**config.mk**
```make
export PLATFORM = sky130hd
export DESIGN_NAME = dmsd_top
export DESIGN_NICKNAME = d
export VERILOG_FILES = /design/src/core/dmsd_prog_seq.v /design/src/core/dmsd_swallow.v /design/src/core/dmsd_top.v
export VERILOG_INCLUDE_DIRS = /design/src /design/src/inc
export SDC_FILE = /design/constraint.sdc
export NUM_CORES = 1
export LEC_CHECK = 0
export BUFFER_PORTS_ARGS = -buffer_cell sky130_fd_sc_hd__buf_2
export CAP_MARGIN = 10
export CORE_MARGIN = 2
export CORE_UTILIZATION = 47
export DETAILED_ROUTE_END_ITERATION = 8
export GPL_ROUTABILITY_DRIVEN = 0
export PLACE_DENSITY = 0.81
export SETUP_SLACK_MARGIN = 0.15
export SKIP_CTS_REPAIR_TIMING = 1
export SLEW_MARGIN = 30
export SYNTH_ARGS = -nofsm -noshare
export SYNTH_HDL_FRONTEND = slang
export SYNTH_SLANG_ARGS = --single-unit
```
**constraint.sdc**
```tcl
create_clock -name ref_clk -period 5.15 [get_ports ref_clk]
set_input_delay 0.7725 -clock ref_clk [delete_from_list [all_inputs] [get_ports ref_clk]]
set_output_delay 0.7725 -clock ref_clk [all_outputs]
set_load 0.03 [all_outputs]
```
**src/inc/dmsd_map.vh**
```
`ifndef DMSD_MAP_VH
`define DMSD_MAP_VH
// ****************************************
// Register byte offsets
// ****************************************
`define DMSD_ADR_CTRL   8'h00
`define DMSD_ADR_STAT   8'h04
`define DMSD_ADR_MAIN   8'h08
`define DMSD_ADR_SWAL   8'h0c
`define DMSD_ADR_REF    8'h10
// ****************************************
// Control and status bit positions
// ****************************************
`define DMSD_CTRL_EXT   0
`define DMSD_CTRL_RPT   1
`define DMSD_CTRL_GO    2
`define DMSD_STAT_LOAD  0
`define DMSD_STAT_BUSY  1
`define DMSD_STAT_SELN  2
// ****************************************
// Reset values and timing counts
// ****************************************
`define DMSD_CTRL_RST   2'h0
`define DMSD_PCLK_LAST  6'h3f
`define DMSD_SLOT_LAST  4'hf
`define DMSD_POR_CYC    16'hd000
`define DMSD_REF_MIN    11'h003
`endif

```
**src/core/dmsd_prog_seq.v**
```verilog
`timescale 1ns/1ps
// Programming clock (ref/64) and eight-word read sequencer.
// One read cycle is 16 programming ticks, i.e. 1024 reference cycles.
`include "dmsd_map.vh"
module dmsd_prog_seq (
  input  wire       ref_clk,
  input  wire       sys_rst,
  input  wire       start,
  output reg        busy,
  output reg  [2:0] word_idx,
  output reg        capture,
  output reg        done
);
  reg [5:0] div;
  reg       tick;
  reg [3:0] slot;

  always @(posedge ref_clk or posedge sys_rst) begin
    if (sys_rst) begin
      div      <= 6'h00;
      tick     <= 1'b0;
      slot     <= 4'h0;
      busy     <= 1'b0;
      word_idx <= 3'h0;
      capture  <= 1'b0;
      done     <= 1'b0;
    end else begin
      div     <= div + 6'h01;
      tick    <= (div == `DMSD_PCLK_LAST);
      capture <= 1'b0;
      done    <= 1'b0;
      if (!busy) begin
        if (start) begin
          busy <= 1'b1;
          slot <= 4'h0;
        end
      end else if (tick) begin
        slot <= slot + 4'h1;
        if (!slot[0]) begin
          word_idx <= slot[3:1];
        end else begin
          capture <= 1'b1;
          if (slot == `DMSD_SLOT_LAST) begin
            busy <= 1'b0;
            done <= 1'b1;
          end
        end
      end
    end
  end
endmodule // dmsd_prog_seq

```
**src/core/dmsd_swallow.v**
```verilog
`timescale 1ns/1ps
// Swallow and main counters, count-up form, driving the modulus control.
module dmsd_swallow (
  input  wire       ref_clk,
  input  wire       sys_rst,
  input  wire       run,
  input  wire       reload,
  input  wire       pres_edge,
  input  wire [6:0] swal_val,
  input  wire [9:0] main_val,
  output reg        mod_ctrl,
  output reg        main_term
);
  reg  [6:0] swal_cnt;
  reg  [9:0] main_cnt;
  wire [9:0] main_last;

  assign main_last = main_val - 10'h001;

  always @(posedge ref_clk or posedge sys_rst) begin
    if (sys_rst) begin
      swal_cnt  <= 7'h00;
      main_cnt  <= 10'h000;
      mod_ctrl  <= 1'b0;
      main_term <= 1'b0;
    end else begin
      main_term <= 1'b0;
      if (reload || !run) begin
        swal_cnt <= 7'h00;
        main_cnt <= 10'h000;
      end else if (pres_edge) begin
        if (main_cnt == main_last) begin
          main_cnt  <= 10'h000;
          swal_cnt  <= 7'h00;
          main_term <= 1'b1;
        end else begin
          main_cnt <= main_cnt + 10'h001;
          if (swal_cnt != swal_val)
            swal_cnt <= swal_cnt + 7'h01;
        end
      end
      // High selects N+1 until the swallow count is reached
      mod_ctrl <= run && (swal_cnt != swal_val);
    end
  end
endmodule // dmsd_swallow

```
**src/core/dmsd_top.v**
```verilog
`timescale 1ns/1ps
`include "dmsd_map.vh"
// Function
// - Swallow counter output drives the prescaler modulus control.
// - Main counter steps with swallow counter; its end reloads both.
// - Counters may count up or down with equal cycle behaviour; both count up only here.
// - Modulus is N+1 until swallow count reached, then N.
// - One main cycle spans N times main plus swallow input pulses.
// - Modulus change must settle within N prescaler input cycles.
// - Swallow 7, main 10, reference 11 bits, loaded from words.
// - A setting is eight four-bit words addressed by word select.
// - Repeating internal mode starts a read every 1024 clock periods.
// - Internal read drives store select low and steps words 0 to 7.
// - Each nibble is captured midway through its word select slot.
// - Programming clock is the reference clock divided by 64.
// - Repeating mode reruns read cycles continuously.
// - One strobe pulse in single-shot mode gives one read cycle.
// - Store select returns high when a read cycle ends.
// - After power-up a read starts by itself after 53248 cycles.
// - Word 1 copies all latches into the counters at once in external mode; internal reads copy after word 8.
// - Reference ratio accepted from 6 to 4094 in steps of 2.
// - Reference division ratio is twice the programmed value.
// - Words 1-3 main, 4-5 swallow, 6-8 reference, low bits first.
module dmsd_top #(
  parameter [15:0] POR_WAIT = `DMSD_POR_CYC
) (
  input  wire        ref_clk,
  input  wire        sys_rst,
  input  wire        wb_cyc,
  input  wire        wb_stb,
  input  wire        wb_we,
  input  wire [7:0]  wb_adr,
  input  wire [3:0]  wb_sel,
  input  wire [31:0] wb_dat_w,
  output reg  [31:0] wb_dat_r,
  output reg         wb_ack,
  input  wire        pres_out,
  output wire        mod_ctrl,
  output wire        div_out,
  output reg         ref_out,
  input  wire        program_strobe,
  output reg         store_select_n,
  input  wire        word_select_0_rx,
  input  wire        word_select_1_rx,
  input  wire        word_select_2_rx,
  output wire        word_select_0_tx,
  output wire        word_select_1_tx,
  output wire        word_select_2_tx,
  output reg         word_select_oe,
  input  wire        nibble_in_0,
  input  wire        nibble_in_1,
  input  wire        nibble_in_2,
  input  wire        nibble_in_3
);
  // ****************************************
  // Pin synchronisers
  // ****************************************
  wire [7:0] pin_raw;
  reg  [7:0] pin_s1;
  reg  [7:0] pin_s2;
  reg        strobe_d;
  reg  [2:0] pres_s;

  // Nibble, address and strobe share one pipeline so they stay aligned
  assign pin_raw = {program_strobe,
                    word_select_2_rx, word_select_1_rx, word_select_0_rx,
                    nibble_in_3, nibble_in_2, nibble_in_1, nibble_in_0};

  always @(posedge ref_clk or posedge sys_rst) begin
    if (sys_rst) begin
      pin_s1   <= 8'h00;
      pin_s2   <= 8'h00;
      strobe_d <= 1'b0;
      pres_s   <= 3'h0;
    end else begin
      pin_s1   <= pin_raw;
      pin_s2   <= pin_s1;
      strobe_d <= pin_s2[7];
      pres_s   <= {pres_s[1:0], pres_out};
    end
  end

  wire [3:0] nib_sync;
  wire [2:0] ws_sync;
  wire       strobe_rise;
  wire       strobe_fall;
  wire       pres_edge;

  assign nib_sync    = pin_s2[3:0];
  assign ws_sync     = pin_s2[6:4];
  assign strobe_rise = pin_s2[7] & ~strobe_d;
  assign strobe_fall = ~pin_s2[7] & strobe_d;
  assign pres_edge   = pres_s[1] & ~pres_s[2];

  // ****************************************
  // Register decode
  // ****************************************
  // One-hot register select, shared by the write and read paths
  function [4:0] reg_hit;
    input [7:0] adr;
    case (adr)
      `DMSD_ADR_CTRL: reg_hit = 5'h01;
      `DMSD_ADR_STAT: reg_hit = 5'h02;
      `DMSD_ADR_MAIN: reg_hit = 5'h04;
      `DMSD_ADR_SWAL: reg_hit = 5'h08;
      `DMSD_ADR_REF:  reg_hit = 5'h10;
      default:        reg_hit = 5'h00;
    endcase
  endfunction

  wire [4:0] hit;

  assign hit = reg_hit(wb_adr);

  // ****************************************
  // Control register and power-on delay
  // ****************************************
  reg  [1:0]  ctrl;
  reg         sw_go;
  reg  [15:0] por_cnt;
  reg         por_done;
  reg         por_fire;
  wire        ext_mode;
  wire        wb_req;
  wire        wb_wr;
  wire        wb_rd;

  assign ext_mode = ctrl[`DMSD_CTRL_EXT];
  assign wb_req   = wb_cyc & wb_stb & ~wb_ack;
  assign wb_wr    = wb_req & wb_we;
  assign wb_rd    = wb_req & ~wb_we;

  always @(posedge ref_clk or posedge sys_rst) begin
    if (sys_rst) begin
      ctrl     <= `DMSD_CTRL_RST;
      sw_go    <= 1'b0;
      por_cnt  <= 16'h0000;
      por_done <= 1'b0;
      por_fire <= 1'b0;
    end else begin
      sw_go    <= 1'b0;
      por_fire <= 1'b0;
      if (wb_wr && wb_sel[0] && hit[0]) begin
        ctrl  <= wb_dat_w[1:0];
        sw_go <= wb_dat_w[`DMSD_CTRL_GO];
      end
      if (!por_done) begin
        por_cnt <= por_cnt + 16'h0001;
        if (por_cnt == POR_WAIT - 16'h0001) begin
          por_done <= 1'b1;
          por_fire <= 1'b1;
        end
      end
    end
  end

  // ****************************************
  // Read sequencer
  // ****************************************
  wire       seq_busy;
  wire [2:0] seq_idx;
  wire       seq_cap;
  wire       seq_done;
  wire       seq_start;

  // A strobe arriving while a cycle runs is ignored
  assign seq_start = ~ext_mode & ~seq_busy &
                     (por_fire |
                      strobe_rise |
                      sw_go |
                      ctrl[`DMSD_CTRL_RPT]);

  dmsd_prog_seq u_seq (
    .ref_clk  (ref_clk),
    .sys_rst  (sys_rst),
    .start    (seq_start),
    .busy     (seq_busy),
    .word_idx (seq_idx),
    .capture  (seq_cap),
    .done     (seq_done)
  );

  assign word_select_0_tx = seq_idx[0];
  assign word_select_1_tx = seq_idx[1];
  assign word_select_2_tx = seq_idx[2];

  always @(posedge ref_clk or posedge sys_rst) begin
    if (sys_rst) begin
      store_select_n <= 1'b1;
      word_select_oe <= 1'b0;
    end else begin
      store_select_n <= ~seq_busy;
      word_select_oe <= ~ext_mode;
    end
  end

  // ****************************************
  // Word latches
  // ****************************************
  reg  [9:0]  lat_main;
  reg  [6:0]  lat_swal;
  reg  [10:0] lat_ref;
  reg  [9:0]  next_main;
  reg  [6:0]  next_swal;
  reg  [10:0] next_ref;
  wire        cap;
  wire [2:0]  cap_idx;

  assign cap     = ext_mode ? strobe_fall : seq_cap;
  assign cap_idx = ext_mode ? ws_sync : seq_idx;

  always @* begin
    next_main = lat_main;
    next_swal = lat_swal;
    next_ref  = lat_ref;
    if (cap) begin
      case (cap_idx)
        3'h0: next_main[1:0]  = nib_sync[3:2];
        3'h1: next_main[5:2]  = nib_sync;
        3'h2: next_main[9:6]  = nib_sync;
        3'h3: next_swal[3:0]  = nib_sync;
        3'h4: next_swal[6:4]  = nib_sync[2:0];
        3'h5: next_ref[3:0]   = nib_sync;
        3'h6: next_ref[7:4]   = nib_sync;
        3'h7: next_ref[10:8]  = nib_sync[2:0];
        default: next_main = lat_main;
      endcase
    end
  end

  // ****************************************
  // Transfer from latches into counters
  // ****************************************
  reg  [9:0]  main_val;
  reg  [6:0]  swal_val;
  reg  [10:0] ref_val;
  reg         loaded;
  reg         reload;
  wire        xfer;

  assign xfer = ext_mode ? (cap && cap_idx == 3'h0)
                         : seq_done;

  always @(posedge ref_clk or posedge sys_rst) begin
    if (sys_rst) begin
      lat_main <= 10'h000;
      lat_swal <= 7'h00;
      lat_ref  <= 11'h000;
      main_val <= 10'h000;
      swal_val <= 7'h00;
      ref_val  <= 11'h000;
      loaded   <= 1'b0;
      reload   <= 1'b0;
    end else begin
      lat_main <= next_main;
      lat_swal <= next_swal;
      lat_ref  <= next_ref;
      reload   <= xfer;
      if (xfer) begin
        main_val <= next_main;
        swal_val <= next_swal;
        ref_val  <= next_ref;
        loaded   <= 1'b1;
      end
    end
  end

  // ****************************************
  // Dual-modulus counters
  // ****************************************
  dmsd_swallow u_swal (
    .ref_clk   (ref_clk),
    .sys_rst   (sys_rst),
    .run       (loaded),
    .reload    (reload),
    .pres_edge (pres_edge),
    .swal_val  (swal_val),
    .main_val  (main_val),
    .mod_ctrl  (mod_ctrl),
    .main_term (div_out)
  );

  // ****************************************
  // Reference divider, ratio twice the value
  // ****************************************
  reg  [10:0] ref_cnt;
  wire [10:0] ref_eff;

  // Values below the minimum are raised to it
  assign ref_eff = (ref_val < `DMSD_REF_MIN) ? `DMSD_REF_MIN : ref_val;

  always @(posedge ref_clk or posedge sys_rst) begin
    if (sys_rst) begin
      ref_cnt <= 11'h000;
      ref_out <= 1'b0;
    end else if (!loaded) begin
      ref_cnt <= 11'h000;
      ref_out <= 1'b0;
    end else if (reload) begin
      // Restart the count but keep the level, so no short half period
      ref_cnt <= 11'h000;
    end else if (ref_cnt == ref_eff - 11'h001) begin
      ref_cnt <= 11'h000;
      ref_out <= ~ref_out;
    end else begin
      ref_cnt <= ref_cnt + 11'h001;
    end
  end

  // ****************************************
  // Wishbone slave
  // ****************************************
  reg [31:0] next_dat_r;

  always @* begin
    next_dat_r = 32'h00000000;
    case (hit)
      5'h01:   next_dat_r = {30'h0, ctrl};
      5'h02:   next_dat_r = {29'h0, store_select_n, seq_busy, loaded};
      5'h04:   next_dat_r = {22'h0, main_val};
      5'h08:   next_dat_r = {25'h0, swal_val};
      5'h10:   next_dat_r = {21'h0, ref_val};
      default: next_dat_r = 32'h00000000;
    endcase
  end

  always @(posedge ref_clk or posedge sys_rst) begin
    if (sys_rst) begin
      wb_ack   <= 1'b0;
      wb_dat_r <= 32'h00000000;
    end else begin
      wb_ack <= wb_req;
      if (wb_rd) begin
        wb_dat_r <= next_dat_r;
      end
    end
  end
endmodule // dmsd_top

```
# Word level (Yosys, flattened, before mapping)
# Index checks and enable logic that the tools add are counted.
[word_totals]
ff_bits = 182
latchBits = 0
ram_bits = 0
romBits = 0
input_bits = 58
output_inout_bits = 41
memories = 0
[op_classes]
n_addsub = 8
multipliers = 0
div_mod_pow = 0
n_lt_le_gt_ge = 1
n_eq_ne = 25
n_shift = 0
muxes = 52
bitwise_logic = 21
reduce_logical = 15
[op_table]
columns = ["cell", "count"]
rows = [
  ["two-way mux 11 bit", 5],
  ["case mux 11 bit (5 select lines)", 1],
  ["two-way mux 10 bit", 4],
  ["two-way mux 7 bit", 5],
  ["two-way mux 4 bit", 8],
  ["case mux 5 bit (5 select lines)", 1],
  ["two-way mux 1 bit", 24],
  ["adder 16 x 1 -> 16 bit, second input constant", 1],
  ["== test 16 bit, second input constant", 1],
  ["== test 8 x 4 -> 1 bit, second input constant", 2],
  ["== test 3 bit, second input constant", 4],
  ["adder 11 x 1 -> 11 bit, second input constant", 1],
  ["== test 11 bit", 1],
  ["less-than comparator 11 x 2 -> 1 bit, second input constant", 1],
  ["subtractor 11 x 1 -> 11 bit, second input constant", 1],
  ["adder 10 x 1 -> 10 bit, second input constant", 1],
  ["== test 10 bit", 1],
  ["subtractor 10 x 1 -> 10 bit, second input constant", 1],
  ["bitwise AND 1 bit", 9],
  ["two-way mux 3 bit", 3],
  ["inverter 1 bit", 9],
  ["== test 8 x 3 -> 1 bit, second input constant", 1],
  ["== test 8 x 5 -> 1 bit, second input constant", 1],
  ["zero test 8 bit", 1],
  ["25 further kinds", 35],
]

# Depth between registers and ports, before layout
[logic_depth]
depth_word = 8
mapped_depth = 13
ltp_nobuf = 11

# Hierarchy
# From an unflattened synthesis, not the netlist that was laid out.
[unflattened]
cells_unflattened = 659
hier_area_um2 = 7567.3
[modules_own_cells]
columns = ["mod", "instances", "cells_each", "area_per_inst_um2", "seq_area_each_um2"]
rows = [
  ["dmsd_top", 1, 444, 5452.7, 3129.3],
  ["dmsd_swallow", 1, 163, 1448.9, 475.5],
  ["dmsd_prog_seq", 1, 52, 665.6, 425.4],
]

# Worst setup path before layout
# Ideal clock, no wire load.
[synth_timing]
path_type = "reg2reg"
startpoint = "reg ref_val[9]"
endpoint = "reg ref_out"
arrival_ps = 3000
t_required_ps = 5073
slack_ps = 2073
stages_incl_launch_ff = 11
n_path_buf = 0
period_less_slack_ps = 3077
path_cell_list = "dfrtp_1 > or4_1 > nor3_1 > nor2_1 > ha_1 > or4b_4 > mux2i_1 > o221ai_2 > or4_4 > or3_1 > a21oi_1"
[synth_between]
elab_chain_cells = 6
[synth_rtl]
columns = ["item", "line_no", "text"]
rows = [
  ["start, declared", "dmsd_top.v:236", "reg [10:0] ref_val;"],
  ["start signal, assigned", "dmsd_top.v:262", "ref_val <= next_ref;"],
  ["less-than comparator 11 x 2 -> 1 bit (no line)", "n/a", ""],
  ["two-way mux 11 bit *", "dmsd_top.v:290", "assign ref_eff = (ref_val < `DMSD_REF_MIN) ? `DMSD_REF_MIN : ref_val;"],
  ["subtractor 11 x 1 -> 11 bit *", "dmsd_top.v:302", "end else if (ref_cnt == ref_eff - 11'h001) begin"],
  ["== test 11 bit *", "dmsd_top.v:302", ""],
  ["!= test 2 x 1 -> 1 bit (no line) *", "n/a", ""],
  ["AND reduction 2 bit (no line) *", "n/a", ""],
  ["end signal, assigned", "dmsd_top.v:304", "ref_out <= ~ref_out;"],
  ["end, declared", "dmsd_top.v:40", "output reg ref_out,"],
]
# Mark *: on every way between the ends. The rest lies on a longest branch, timed or not.
# A chain may end at the register's enable or synchronous reset.

# Final worst setup path
[layout_timing]
startpoint = "reg main_val[0]"
endpoint = "reg u_swal.swal_cnt[5]"
[layout_between]
elab_chain_cells = 5
elab_cells_between_ends = 7
cone_classes = "1 x add/sub; 1 x eq/ne; 3 x mux; 2 x reduce/logical"
[layout_rtl]
columns = ["item", "line_no", "text"]
rows = [
  ["start, declared", "dmsd_top.v:234", "reg [9:0] main_val;"],
  ["start signal, assigned", "dmsd_top.v:260", "main_val <= next_main;"],
  ["subtractor 10 x 1 -> 10 bit *", "dmsd_swallow.v:18", "assign main_last = main_val - 10'h001;"],
  ["== test 10 bit *", "dmsd_swallow.v:32", "if (main_cnt == main_last) begin"],
  ["two-way mux 7 bit", "dmsd_swallow.v:32", ""],
  ["two-way mux 7 bit", "dmsd_swallow.v:31", "end else if (pres_edge) begin"],
  ["two-way mux 7 bit", "dmsd_swallow.v:28", "if (reload || !run) begin"],
  ["end signal, assigned", "dmsd_swallow.v:39", "swal_cnt <= swal_cnt + 7'h01;"],
  ["end, declared", "dmsd_swallow.v:14", "reg [6:0] swal_cnt;"],
]
# Mark *: on every way between the ends. The rest lies on a longest branch, timed or not. The select of a mux whose other input is x is not followed.

==> summary.md <==
| Metric | Value |
|---|---|
| Htree depth | `4` |
| Cts bufs inserted | `17` |
| Clock Skew | `about 13 ps` |
| Total number of vias | `around 5.1k` |
| Core area | `around 16000 um2` |
| Avg Vias per Cell | `approximately 5.4` |
| Largest net degree at the start of global routing | `162` |
| Static leakage | `roughly 4.0 nW` |
| Slew Limit Headroom | `0.428` |
| Commonest cells after routing, fill and taps aside | `160 x dfrtp_1, 62 x mux2_2, 46 x nand2_1` |
| R2R Path Start | `main_val[0]` |
| Final HPWL DP | `between 10000 and 15000 um` |
| Seq/Total Area, Yosys | `0.540` |
| Share of cells above drive strength 1 | `0.219` |
| Worst EP arrival | `between 3000 and 4000 ps` |
| Crit-path max FO | `9` |
| Max VDD drop | `~0.26 mV` |
| Fill cells | `1320` |
| Worst-case clock buffer depth | `2` |
| Worst-margin pin slew | `approximately 860 ps` |
| Clk sinks | `161` |
| DRT Wirelength | `between 15000 and 20000 um` |
| Worst-path clk slew | `roughly 70 ps` |
| Root Buffer | `clkbuf_16` |
| Worst-Skew Late Latency | `440 ps` |
| # setup viols final | `0` |
| Setup WS post-layout | `between 1500 and 2000 ps` |
| Nets | `771` |
| Mapped Cells | `approximately 660` |
| CP endpoint kind | `flop` |
| First-pass GRT wire length | `about 26000 um` |
| Num rows | `46` |
| Initial DRC count | `between 400 and 500` |
| Synth Register Bits | `approximately 160` |
| Unrepaired setup endpoints after global routing | `no` |
| Fin. Hold Viols | `0` |
| Port-buffer cells | `45` |
| Number of synthesized flops with an enable pin | `0` |
| Status | `completed` |
| Startpoint Class | `flop` |
| Final Critical Period | `3440 ps` |
| Avg WL per Cell | `approximately 17 um` |
| Antenna cell count | `0` |
| Post-Place Setup Slack | `about 1700 ps` |
| TNS Setup | `0 ps` |
| Worst EP required | `around 5500 ps` |
| Vias in the first global route | `around 5k` |
| Reg2reg path depth | `9` |
| Commonest non-fill, non-tap cell in the layout | `dfrtp_1` |
| Post-route ant nets | `0` |
| PwrDens | `just over 300 nW/um2` |
| Initial antenna violation count | `1` |
| Synth Flop Type | `dfrtp_1` |
| Slew Limit Fails | `0` |
| Final Cycle Share | `0.667` |
| Fmax | `between 200 and 300 MHz` |
| Post-synthesis average cell area | `between 10 and 15 um2` |
| DR DRC count | `0` |
| GRT Residual Overflow | `0` |
| Critical Path End | `u_swal.swal_cnt[5]` |
| R2r endpoint | `u_swal.swal_cnt[5]` |
| Number of synthesis warnings | `0` |
| Synth unique cells | `a little over 60` |
| Area grow syn2layout | `12.7%` |
| Starting density of the core | `0.475` |
| Hold Path Class | `flop to flop` |
| Critical path type | `flop to flop` |
| CTS tree | `yes` |
| Post-synth ARST share | `1.00` |
| # IOs | `99` |
| Max-cap violations | `0` |
| Die area | `16900 um2` |
| Fin Hold WS | `about 340 ps` |
| CP Launch Point | `main_val[0]` |
| Reg-to-reg slack, setup | `1710 ps` |
| Gr usage total | `0.200` |
| Die W | `around 130 um` |
| Drt first pass iters | `5` |
| Post-Syn Area | `about 7500 um2` |
| Die Y | `~130 um` |
critical path, stage by stage, from the launching register on:
cell and delay, ps:
dfrtp_1 460, inv_1 90, ha_1 350, or4b_1 500, nor4bb_1 290, a211oi_1 100
a2111oi_2 550, a31oi_1 340, or4_1 540, a21oi_1 150
how the worst min path moves through the flow:
stage / from / to / slack, ps / cells past startpoint
floorplan: pin_s1[0] / pin_s2[0] / 330 / 0
global placement: pin_s1[2] / pin_s2[2] / 330 / 0
detailed placement: pin_s1[2] / pin_s2[2] / 330 / 0
CTS: pin_s1[4] / pin_s2[4] / 340 / 0
global route: pin_s1[3] / pin_s2[3] / 350 / 0
finish: pin_s1[4] / pin_s2[4] / 340 / 0
cell type report:
cell class              instances  area (um2)  share of cell area
flip-flops and latches        161        4030               0.479
multi-input cells             459        3220               0.383
clock buffers                  19         443              0.0526
well taps                     216         270              0.0321
repair buffers                 49         268              0.0318
clock inverters                13         115              0.0137
inverters                      17        67.6             0.00803
flip-flops by register name (all words and copies together) (netlist names), 2 cells and up:
| name | count |
|---|---|
| lat_ref | 11 |
| u_seq.word_idx | 3 |
| swal_val | 7 |
| por_cnt | 16 |
| u_swal.swal_cnt | 7 |
| ref_cnt | 11 |
| u_seq.div | 6 |
| pin_s1 | 8 |
| ref_val | 11 |
| pin_s2 | 8 |
| main_val | 10 |
| pres_s | 3 |
| wb_dat_r | 11 |
| u_seq.slot | 4 |
| lat_main | 10 |
| ctrl | 2 |
| lat_swal | 7 |
| u_swal.main_cnt | 10 |
power breakdown:
part | internal [mW] | switching (mW) | total [mW]
Combinational | 0.0159 | 0.0634 | 0.0793
Clock | 0.645 | 0.548 | 1.19
Sequential | 1.28 | 0.0129 | 1.29
per-stage QoR:
step,power [mW],utilization,area [um2],std cells
6_report,2.56,0.535,8410,934
4_1_cts,2.59,0.535,8410,934
2_1_floorplan,1.38,-,7540,676
3_5_place_dp,1.39,0.500,7860,902
5_1_grt,2.67,0.535,8410,934
3_3_place_gp,1.39,0.500,7860,902
per-layer routing:
layer / global-route usage / share of wire
met5: 0 / 0.00084
met4: 0.0753 / 0.020
met3: 0.0615 / 0.048
met2: 0.311 / 0.49
met1: 0.267 / 0.44
cell families (layout without fill, tap and decap cells):
family	Yosys count	after routing	share of synthesized area
XOR/XNOR	60	60	0.0704
other	1	21	0.000503
flip-flops	161	161	0.540
buffers and inverters	56	98	0.0391
adder cells (fa/ha/maj)	8	8	0.0134
multiplexers	68	68	0.102
AO/OA/AOI/OAI	97	97	0.0905
AND/OR/NAND/NOR	205	205	0.144
synth_stat cells (all sizes together), types with 11 or more instances:
master  count  area, um2
a21oi      19       95.1
and3       15       93.8
buf        25        175
clkbuf     14       52.6
dfrtp     160       4000
inv        17       63.8
mux2       62        698
nand2      46        173
nand2b     16        100
nand3      21        105
nand4      11       68.8
nor2       37        139
nor2b      11       68.8
nor3       13       65.1
o21ai      25        125
xnor2      34        298
xor2       26        228
No activity file was read; power rests on OpenSTA's default activity.
